===== config.mk =====
export PLATFORM = sky130hd
export DESIGN_NAME = xbwm_ctrl
export DESIGN_NICKNAME = d
export VERILOG_FILES = /design/src/rtl/xbwm_pkg.sv /design/src/rtl/xbwm_wait_cnt.sv /design/src/rtl/xbwm_ctrl.sv
export SDC_FILE = /design/constraint.sdc
export NUM_CORES = 1
export LEC_CHECK = 0
export BUFFER_PORTS_ARGS = -buffer_cell sky130_fd_sc_hd__buf_2
export CORE_ASPECT_RATIO = 1.2
export CORE_UTILIZATION = 46
export CTS_CLUSTER_DIAMETER = 120
export DETAILED_ROUTE_END_ITERATION = 10
export GPL_ROUTABILITY_DRIVEN = 0
export PLACE_DENSITY = 0.82
export REMOVE_ABC_BUFFERS = 1
export SYNTH_ARGS = -nofsm -noshare
export SYNTH_HDL_FRONTEND = slang
export SYNTH_SLANG_ARGS = --single-unit

===== constraint.sdc =====
create_clock -name clk -period 2 [get_ports clk]
set_input_delay 0.3 -clock clk [delete_from_list [all_inputs] [get_ports clk]]
set_output_delay 0.3 -clock clk [all_outputs]
set_load 0.05 [all_outputs]

===== src/rtl/xbwm_pkg.sv =====
package xbwm_pkg;
  // Bus geometry
  localparam int XBWM_ADDR_W = 16;
  localparam int XBWM_DATA_W = 16;
  localparam int XBWM_WS_W = 3;
  localparam int XBWM_REG_AW = 4;

  // Register offsets, byte addresses
  localparam logic [3:0] XBWM_WSCFG_OFS = 4'h0;
  localparam logic [3:0] XBWM_SYS_CTRL_STATUS_REG2_OFS = 4'h4;
  localparam logic [3:0] XBWM_CTRL_OFS = 4'h8;
  localparam logic [3:0] XBWM_STAT_OFS = 4'hC;

  // Wait-state config fields, one 3-bit count per space
  localparam int XBWM_WS_PROG_LSB = 0;
  localparam int XBWM_WS_DATA_LSB = 3;
  localparam int XBWM_WS_IO_LSB = 6;
  localparam int XBWM_WSCFG_USED = 9;
  // One wait state in every space out of reset
  localparam logic [15:0] XBWM_WSCFG_RST = 16'h0049;

  // Second system control/status register: boot mode bit
  localparam int XBWM_SYS_CTRL_STATUS_REG2_MODE_BIT = 2;

  // Own control and status bits
  localparam int XBWM_CTRL_VIS_BIT = 0;
  localparam logic XBWM_CTRL_VIS_RST = 1'b0;
  localparam int XBWM_STAT_BUSY_BIT = 0;
  localparam int XBWM_STAT_ILL_BIT = 1;

  // Execution start address in either boot space
  localparam logic [15:0] XBWM_BOOT_VECTOR = 16'h0000;

  // External spaces
  typedef enum logic [1:0] {
    XBWM_SP_PROG = 2'b00,
    XBWM_SP_DATA = 2'b01,
    XBWM_SP_IO = 2'b10
  } xbwm_space_t;

  // Access sequencer states
  typedef enum logic [1:0] {
    XBWM_ST_IDLE = 2'b00,
    XBWM_ST_ACCESS = 2'b01,
    XBWM_ST_READY = 2'b10
  } xbwm_state_t;
endpackage


===== src/rtl/xbwm_wait_cnt.sv =====
module xbwm_wait_cnt #(
  parameter int WIDTH = 3
) (
  // Clock and reset
  input wire logic clk,
  input wire logic sys_rst,
  // Control
  input wire logic load,
  input wire logic [WIDTH-1:0] load_val,
  // Status
  output logic zero
);
  logic [WIDTH-1:0] cnt_q;

  // Refused at elaboration, a zero-width counter cannot count
  if (WIDTH < 1) begin : g_width_check
    $error("xbwm_wait_cnt: WIDTH must be at least 1");
  end

  // Down counter that parks at zero until reloaded
  always_ff @(posedge clk) begin
    if (sys_rst) begin
      cnt_q <= '0;
    end else if (load) begin
      cnt_q <= load_val;
    end else if (cnt_q != '0) begin
      cnt_q <= cnt_q - WIDTH'(1);
    end
  end

  assign zero = (cnt_q == '0);
endmodule


===== src/rtl/xbwm_ctrl.sv =====
// What this block does
// Slow external device pulls ready low, access stretches
// Ready low: wait one cycle, sample again
// Ready sampled only with one or more wait states
// Software should program at least one wait state
// Strap low at reset: boot internal at 0000h
// Strap high at reset: boot external at 0000h
// Strap level held in mode bit 2
// Enable pin high turns on external interface
// Enable low: no external bus, data access illegal
// Visibility enable low while driving bus in visibility
// External decode may use visibility enable against contention
// Sixteen address pins, bit n on pin n
// Space strobes high except during own access
// Access strobe low for every off-chip cycle
// Address, strobes, direction stable through wait states
module xbwm_ctrl (
  // Clock and reset
  input wire logic clk,
  input wire logic sys_rst,
  // Straps
  input wire logic boot_space_select,
  input wire logic ext_if_enable,
  // Core access request
  input wire logic req_valid,
  output logic req_ready,
  input wire xbwm_pkg::xbwm_space_t req_space,
  input wire logic req_write,
  input wire logic [xbwm_pkg::XBWM_ADDR_W-1:0] req_addr,
  output logic done,
  output logic illegal_addr,
  // Boot selection
  output logic boot_external,
  output logic [xbwm_pkg::XBWM_ADDR_W-1:0] boot_addr,
  // External bus
  input wire logic ready,
  output logic [xbwm_pkg::XBWM_ADDR_W-1:0] ext_addr,
  output logic program_space_strobe_n,
  output logic data_space_strobe_n,
  output logic io_space_strobe_n,
  output logic ext_access_strobe_n,
  output logic ext_rd_wr_n,
  output logic visibility_out_enable_n,
  // Register port
  input wire logic [xbwm_pkg::XBWM_REG_AW-1:0] reg_addr,
  input wire logic [xbwm_pkg::XBWM_DATA_W-1:0] reg_wdata,
  input wire logic reg_wr,
  input wire logic reg_rd,
  output logic [xbwm_pkg::XBWM_DATA_W-1:0] reg_rdata
);
  import xbwm_pkg::*;

  xbwm_state_t state_q;
  xbwm_state_t state_d;
  logic [XBWM_WSCFG_USED-1:0] wscfg_q;
  logic vis_mode_q;
  logic boot_mode_q;
  logic ill_sticky_q;
  logic [XBWM_WS_W-1:0] ws_sel;
  logic [XBWM_WS_W-1:0] ws_q;
  logic take;
  logic take_ok;
  logic take_bad;
  logic cnt_zero;
  logic finish;
  logic stat_wr_clr;

  // Requests are only taken when the sequencer is idle
  assign req_ready = (state_q == XBWM_ST_IDLE);
  assign take = req_valid && req_ready;
  // Without the external interface the data space does not exist
  assign take_bad = take && !ext_if_enable && (req_space == XBWM_SP_DATA);
  assign take_ok = take && ext_if_enable;

  // Wait-state count for the requested space
  always_comb begin
    case (req_space)
      XBWM_SP_PROG: ws_sel = wscfg_q[XBWM_WS_PROG_LSB +: XBWM_WS_W];
      XBWM_SP_DATA: ws_sel = wscfg_q[XBWM_WS_DATA_LSB +: XBWM_WS_W];
      XBWM_SP_IO: ws_sel = wscfg_q[XBWM_WS_IO_LSB +: XBWM_WS_W];
      default: ws_sel = wscfg_q[XBWM_WS_PROG_LSB +: XBWM_WS_W];
    endcase
  end

  // Software wait states counted here; ready is looked at afterwards
  xbwm_wait_cnt #(
    .WIDTH(XBWM_WS_W)
  ) u_wait_cnt (
    .clk(clk),
    .sys_rst(sys_rst),
    .load(take_ok),
    .load_val(ws_sel),
    .zero(cnt_zero)
  );

  // Wait count of the access in flight, kept for the ready decision
  always_ff @(posedge clk) begin
    if (sys_rst) begin
      ws_q <= '0;
    end else if (take_ok) begin
      ws_q <= ws_sel;
    end
  end

  // Access sequencer
  always_comb begin
    state_d = state_q;
    finish = 1'b0;
    case (state_q)
      XBWM_ST_IDLE: begin
        if (take_ok) begin
          state_d = XBWM_ST_ACCESS;
        end
      end
      XBWM_ST_ACCESS: begin
        if (cnt_zero) begin
          if (ws_q == '0) begin
            // Zero wait states: ready is never looked at
            finish = 1'b1;
          end else if (ready) begin
            finish = 1'b1;
          end else begin
            state_d = XBWM_ST_READY;
          end
        end
      end
      XBWM_ST_READY: begin
        // One cycle per look at ready until it is seen high
        if (ready) begin
          finish = 1'b1;
        end
      end
      default: begin
        state_d = XBWM_ST_IDLE;
      end
    endcase
    if (finish) begin
      state_d = XBWM_ST_IDLE;
    end
  end

  always_ff @(posedge clk) begin
    if (sys_rst) begin
      state_q <= XBWM_ST_IDLE;
    end else begin
      state_q <= state_d;
    end
  end

  // Address and direction latched once; frozen until the access ends
  always_ff @(posedge clk) begin
    if (sys_rst) begin
      ext_addr <= '0;
      ext_rd_wr_n <= 1'b1;
    end else if (take_ok) begin
      ext_addr <= req_addr;
      ext_rd_wr_n <= !req_write;
    end else if (finish) begin
      ext_rd_wr_n <= 1'b1;
    end
  end

  // Strobes: one space strobe plus the common strobe per off-chip cycle
  always_ff @(posedge clk) begin
    if (sys_rst) begin
      program_space_strobe_n <= 1'b1;
      data_space_strobe_n <= 1'b1;
      io_space_strobe_n <= 1'b1;
      ext_access_strobe_n <= 1'b1;
    end else if (take_ok) begin
      program_space_strobe_n <= (req_space != XBWM_SP_PROG);
      data_space_strobe_n <= (req_space != XBWM_SP_DATA);
      io_space_strobe_n <= (req_space != XBWM_SP_IO);
      ext_access_strobe_n <= 1'b0;
    end else if (finish) begin
      program_space_strobe_n <= 1'b1;
      data_space_strobe_n <= 1'b1;
      io_space_strobe_n <= 1'b1;
      ext_access_strobe_n <= 1'b1;
    end
  end

  // Visibility enable low only while a write drives the data bus
  always_ff @(posedge clk) begin
    if (sys_rst) begin
      visibility_out_enable_n <= 1'b1;
    end else if (take_ok && req_write && vis_mode_q) begin
      visibility_out_enable_n <= 1'b0;
    end else if (finish) begin
      visibility_out_enable_n <= 1'b1;
    end
  end

  // Completion and illegal-address pulses; a refused request ends at once
  always_ff @(posedge clk) begin
    if (sys_rst) begin
      done <= 1'b0;
      illegal_addr <= 1'b0;
    end else begin
      done <= finish || (take && !ext_if_enable);
      illegal_addr <= take_bad;
    end
  end

  // Strap captured on every reset cycle, so its last level counts
  always_ff @(posedge clk) begin
    if (sys_rst) begin
      boot_mode_q <= boot_space_select;
    end
  end

  // Boot space follows the captured mode; vector fixed
  always_ff @(posedge clk) begin
    if (sys_rst) begin
      boot_external <= 1'b0;
      boot_addr <= XBWM_BOOT_VECTOR;
    end else begin
      boot_external <= boot_mode_q;
      boot_addr <= XBWM_BOOT_VECTOR;
    end
  end

  // Wait-state config and visibility mode written by software
  always_ff @(posedge clk) begin
    if (sys_rst) begin
      wscfg_q <= XBWM_WSCFG_RST[XBWM_WSCFG_USED-1:0];
      vis_mode_q <= XBWM_CTRL_VIS_RST;
    end else if (reg_wr) begin
      if (reg_addr == XBWM_WSCFG_OFS) begin
        wscfg_q <= reg_wdata[XBWM_WSCFG_USED-1:0];
      end
      if (reg_addr == XBWM_CTRL_OFS) begin
        vis_mode_q <= reg_wdata[XBWM_CTRL_VIS_BIT];
      end
    end
  end

  // Sticky illegal flag; write one clears, a new event wins
  assign stat_wr_clr = reg_wr && (reg_addr == XBWM_STAT_OFS) && reg_wdata[XBWM_STAT_ILL_BIT];
  always_ff @(posedge clk) begin
    if (sys_rst) begin
      ill_sticky_q <= 1'b0;
    end else if (take_bad) begin
      ill_sticky_q <= 1'b1;
    end else if (stat_wr_clr) begin
      ill_sticky_q <= 1'b0;
    end
  end

  // Read data valid the cycle after the strobe; unmapped reads zero
  always_ff @(posedge clk) begin
    if (sys_rst) begin
      reg_rdata <= '0;
    end else begin
      reg_rdata <= '0;
      if (reg_rd) begin
        case (reg_addr)
          XBWM_WSCFG_OFS: reg_rdata[XBWM_WSCFG_USED-1:0] <= wscfg_q;
          XBWM_SYS_CTRL_STATUS_REG2_OFS: reg_rdata[XBWM_SYS_CTRL_STATUS_REG2_MODE_BIT] <= boot_mode_q;
          XBWM_CTRL_OFS: reg_rdata[XBWM_CTRL_VIS_BIT] <= vis_mode_q;
          XBWM_STAT_OFS: begin
            reg_rdata[XBWM_STAT_BUSY_BIT] <= (state_q != XBWM_ST_IDLE);
            reg_rdata[XBWM_STAT_ILL_BIT] <= ill_sticky_q;
          end
          default: reg_rdata <= '0;
        endcase
      end
    end
  end
endmodule


Word level (Yosys, flattened, before mapping)
Index checks and enable logic that the tools add are counted.

word-level totals
  register bits after elaboration = 61
  input port bits = 47
  output and inout bits = 58
  logic and storage cells = 89

operators by class
  add/subtract/negate cells = 1
  eq/ne operators = 13
  muxes and demuxes = 24
  bitwise gates (word level) = 3
  reduce and logical (&&, ||, !) cells = 28

operators by type and width
  operator               count
  $mux W1                12
  $reduce_bool A2 Y1     6
  $eq A4 B4 Y1 const B   2
  $logic_and A1 B1 Y1    8
  $mux W2                4
  $ne A2 B2 Y1 const B   4
  $logic_not A3 Y1       2
  $mux W3                2
  $pmux W1 S2            3
  $pmux W2 S3            1
  $pmux W3 S2            1
  $reduce_and A5 Y1      1
  $eq A2 B1 Y1 const B   2
  $eq A2 B2 Y1 const B   2
  $eq A4 B3 Y1 const B   1
  $logic_not A4 Y1       1
  $ne A2 B1 Y1 const B   2
  $reduce_and A2 Y1      2
  $reduce_or A2 Y1       2
  $not A1 Y1             3
  $pmux W1 S3            1
  $reduce_bool A3 Y1     1
  $reduce_or A3 Y1       1
  $sub A3 B1 Y3 const B  1
  3 further kinds        4

Longest topological paths before layout
  word-level depth = 6
  gate-level depth with buffers = 7
  depth with buffers taken out = 6

By module
Synthesis repeated with hierarchy kept, for this count alone.

second synthesis, totals
  cell total of the unflattened synthesis = 270
  area, all modules = 2416.1 um^2

modules (own cells, without submodules)
  module         times used  cells an instance  area each (um^2)
  xbwm_ctrl      1           248                2209.6
  xbwm_wait_cnt  1           22                 206.4

Least setup slack after synthesis
No wires, ideal clock.

  path type = flip-flop to flip-flop
  from = register state_q[1]
  to = register ws_q[0]
  setup time = 0.128 ns
  data arrival time = 1.715 ns
  required time = 1.872 ns
  setup slack = 0.158 ns
  stages on the path, launching flop included = 7
  path buffers = 1
  clock period less this slack = 1.842 ns
  cells stage by stage = dfxtp_1 inv_1 ha_1 nand3_1 clkbuf_1 a21oi_1 nor2_1

between the ends
  word-level cells in the longest chain between the ends = 3

ends and longest elaborated chain
  item                      RTL line          source
  start: declaration        xbwm_ctrl.sv:53   xbwm_state_t state_q;
  start signal: assignment  xbwm_ctrl.sv:146  state_q <= state_d;
  $logic_not A2 Y1          xbwm_ctrl.sv:69   assign req_ready = (state_q == XBWM_ST_IDLE);
  net req_ready             xbwm_ctrl.sv:26   output logic req_ready,
  $logic_and A1 B1 Y1       xbwm_ctrl.sv:70   assign take = req_valid && req_ready;
  $logic_and A1 B1 Y1       xbwm_ctrl.sv:73   assign take_ok = take && ext_if_enable;
  end signal: assignment    xbwm_ctrl.sv:101  ws_q <= ws_sel;
  end: declaration          xbwm_ctrl.sv:60   logic [XBWM_WS_W-1:0] ws_q;

The timed path passes the listed nets, and every way through them passes these cells.
A chain may end at the register's enable or synchronous reset.

Final worst setup path
  from = register state_q[0]
  to = register state_q[0]

between the ends
  word-level cells in the longest chain between the ends = 5
  elaborated cells between the ends (all ways) = 14
  those cells by class = eq/ne: 6; mux: 2; bitwise: 1; reduce/logical: 5

ends and longest elaborated chain
  item                         RTL line
  $logic_not A2 Y1             xbwm_ctrl.sv:69, xbwm_ctrl.sv:109
  $logic_and A1 B1 Y1          xbwm_ctrl.sv:70
  $logic_and A1 B1 Y1          xbwm_ctrl.sv:73
  $ne A2 B1 Y1 (no line)       n/a
  $reduce_and A5 Y1 (no line)  n/a

Several ways; a longest one is shown, not always the timed one.

==> summary.md <==
| Metric | Value |
|---|---|
| Remaining antenna violation count | 0 |
| Clock power share | 28.6% |
| Core area | 0.004696 mm2 |
| Critical path peak fanout | 4 |
| Netlist cell types | 34 |
| Post-DR wirelength/cell | 12.00 um |
| DR iter-0 viols | 59 |
| CTS Sinks | 54 |
| I/O pin cnt | 105 |
| Worst Slack Setup Final | 186.1 ps |
| Root buf cell | clkbuf_8 |
| Final Hold Vio Count | 0 |
| Buffers on Ports | 74 |
| Worst Tran Pin Value | 527.2 ps |
| Final Net Count | 399 |
| Outcome | complete, no violations |
| Clock Skews | 4.090 ps |
| Die area | 0.005324 mm2 |
| Psw | 831.0 uW |
| Number of buffers created by CTS | 5 |
| Clk buf depth | 2 |
| Fraction of registers with async set/reset | 0% |
| Synthesis Warnings | 0 |
| EDFF count, synth | 1 |
| Vias | 1961 |
| Register area share after synthesis | 47.11% |
| Global-route wire length before repair | 7.707 mm |
| Post-Route WL | 4.826 mm |
| WP data required | 2210 ps |
| Post-DP HPWL | 3.528 mm |
| Layout area overhead | 20.31% |
| CP Data Arrival Time | 2030 ps |
| Worst Setup Start Kind | register |
| Reg clk slew, reported paths | 100 ps |
| Sw frac | 32.28% |
| Clock latency on the worst-skew pair | 310 ps |
| Area occupied by multi-input gates | 0.001052 mm2 |
| Total GRT Usage | 19.26% |
| Final setup fails | 0 |
| Post-CTS Repair Setup Buffers | 0 |
| Hold WC Path Type | in -> reg |
| Mapped Cells | 270 |
| RSZ-0062 raised after global routing | false |
| Starting Density | 49.32% |
| Vias in the first global route | 1751 |
| Max Slew Vio Count | 0 |
| Layout cells sized above 1 | 27.33% |
| DRC | 0 |
| Commonest non-fill, non-tap cell in the layout | buf_2 |
| WHS Path Cells | 1 |
| DIE WIDTH | 66.78 um |
| CTS tree | built |
| Post-Layout Cell Count | 402 |
| Most frequent cells in the layout | buf_2 (74), dfxtp_1 (53), nand2_1 (52) |
| Internal power | 1743 uW |
| Resize count post-CTS | 0 |
| Mapped Area | 0.002316 mm2 |
| ANT cells | 0 |
| CP Class | reg -> reg |
| Seq pwr share | 45.6% |
| Row cnt | 27 |
| Register bit total from synthesis | 54 |
| Post-layout util | 59.34% |
| VDD IR max | 493.1 uV |
| Final worst-path cycle share | 90.69% |
| Pin count of the biggest net entering global routing | 40 |
| CTS H-Tree Depth | 2 |
| R2R depth | 6 |
| Max_cap viols | 0 |
| DRT Pass-1 Iters | 4 |
| Antenna violations before repair | 0 |
| Combinational Power Share | 25.7% |
| Total power | 2574 uW |
| Clock period minus worst slack | 1814 ps |
| Sum of negative setup slack | 0 ps |
| Cts hold-fix bufs | 0 |
| Synth Area per Inst | 8.578 um2 |
| PD cells | 923.9 mW/mm2 |
| Grt ovf | 0 |
| Place WS | 194.8 ps |
| Placed cells | 394 |
| Top_reg_cell synth | dfxtp_1 |
| Die H | 79.73 um |
| Filler cells | 441 |
| Leakage | 0.001301 uW |
| Vias per cell | 4.878 |
| Crit. End Element | register |
| Fmax | 0.5513 GHz |
| Slew margin rel. | 64.75% |
| Register area | 0.001091 mm2 |
-- per-stage QoR --
| stage | hold WS, ps | area (um2) |
|---|---|---|
| after floorplan | 369.1 | 2173 |
| after global placement | 438.8 | 2674 |
| after detailed placement | 443.9 | 2674 |
| after CTS | 148.7 | 2786 |
| after global routing | 137.5 | 2786 |
| final | 153.6 | 2786 |
-- cells by family (layout without fill, tap and decap cells) --
kind of cell    after synthesis  in the layout  share of synthesized area, %
compound gates               52             52                         14.10
xor+xnor                      1              1                        0.3782
fa+ha+maj                     9              9                         4.862
buf+inv                      44             96                         11.02
flops                        54             54                         47.11
mux                           4              4                         1.783
other cells                   1             23                        0.1619
simple gates                105            105                         20.58
-- final timing paths --
kind,startpoint,to,slack (ps)
setup / recovery,state_q[0],state_q[0],190
hold / removal,boot_space_select,boot_mode_q,150
setup reg to reg,state_q[0],state_q[0],190
hold reg to reg,ext_addr[5],ext_addr[5],460
-- power by group through the flow --
stage                     clock (uW)  sequential [uW]  combinational, uW
final                            737             1170                662
after global routing             815             1180                726
after CTS                        757             1180                669
after detailed placement           0             1200                666
after global placement             0             1200                639
after floorplan                    0             1290                399
-- cell usage after synthesis (3+ instances only) --
cell type	instances	area [um2]
a21oi_1	35	175.2
a22oi_1	4	30.03
a32oi_1	3	26.28
and2_1	7	43.79
buf_2	3	15.01
buf_4	23	172.7
clkbuf_1	9	33.78
dfxtp_1	53	1061
ha_1	9	112.6
inv_1	8	30.03
mux2i_1	3	30.03
nand2_1	52	195.2
nand3_1	15	75.07
nor2_1	14	52.55
nor3_1	8	40.04
-- worst max-delay path, stage by stage (launching register included) --
cell     delay [ps]
dfxtp_1         370
inv_1            90
ha_1            250
or4b_4          530
o22ai_2         160
a21oi_1         100
o211a_1         220
-- metal layers --
layer / wire length [um] / share of wire, % / global-route usage (%)
met5: 0 / 0 / 0
met4: 72 / 1.5 / 7.872
met3: 275 / 5.7 / 4.571
met2: 2463 / 51 / 34.34
met1: 2016 / 42 / 21.38
-- sequential cells by signal, indices dropped and copies added (netlist names), 2 cells and up --
register	flops
ext_addr	16
reg_rdata	9
state_q	2
u_wait_cnt.cnt_q	3
ws_q	3
wscfg_q	9
-- final cells by class --
| class | count | area share (%) |
|---|---|---|
| Clock buffer | 5 | 2.470 |
| Timing Repair Buffer | 80 | 15.36 |
| Tap cell | 58 | 2.604 |
| Multi-Input combinational cell | 194 | 37.76 |
| Inverter | 8 | 1.078 |
| Sequential cell | 54 | 39.16 |
| Clock inverter | 3 | 1.572 |
Note: power is estimated with default switching activity, not from simulation.
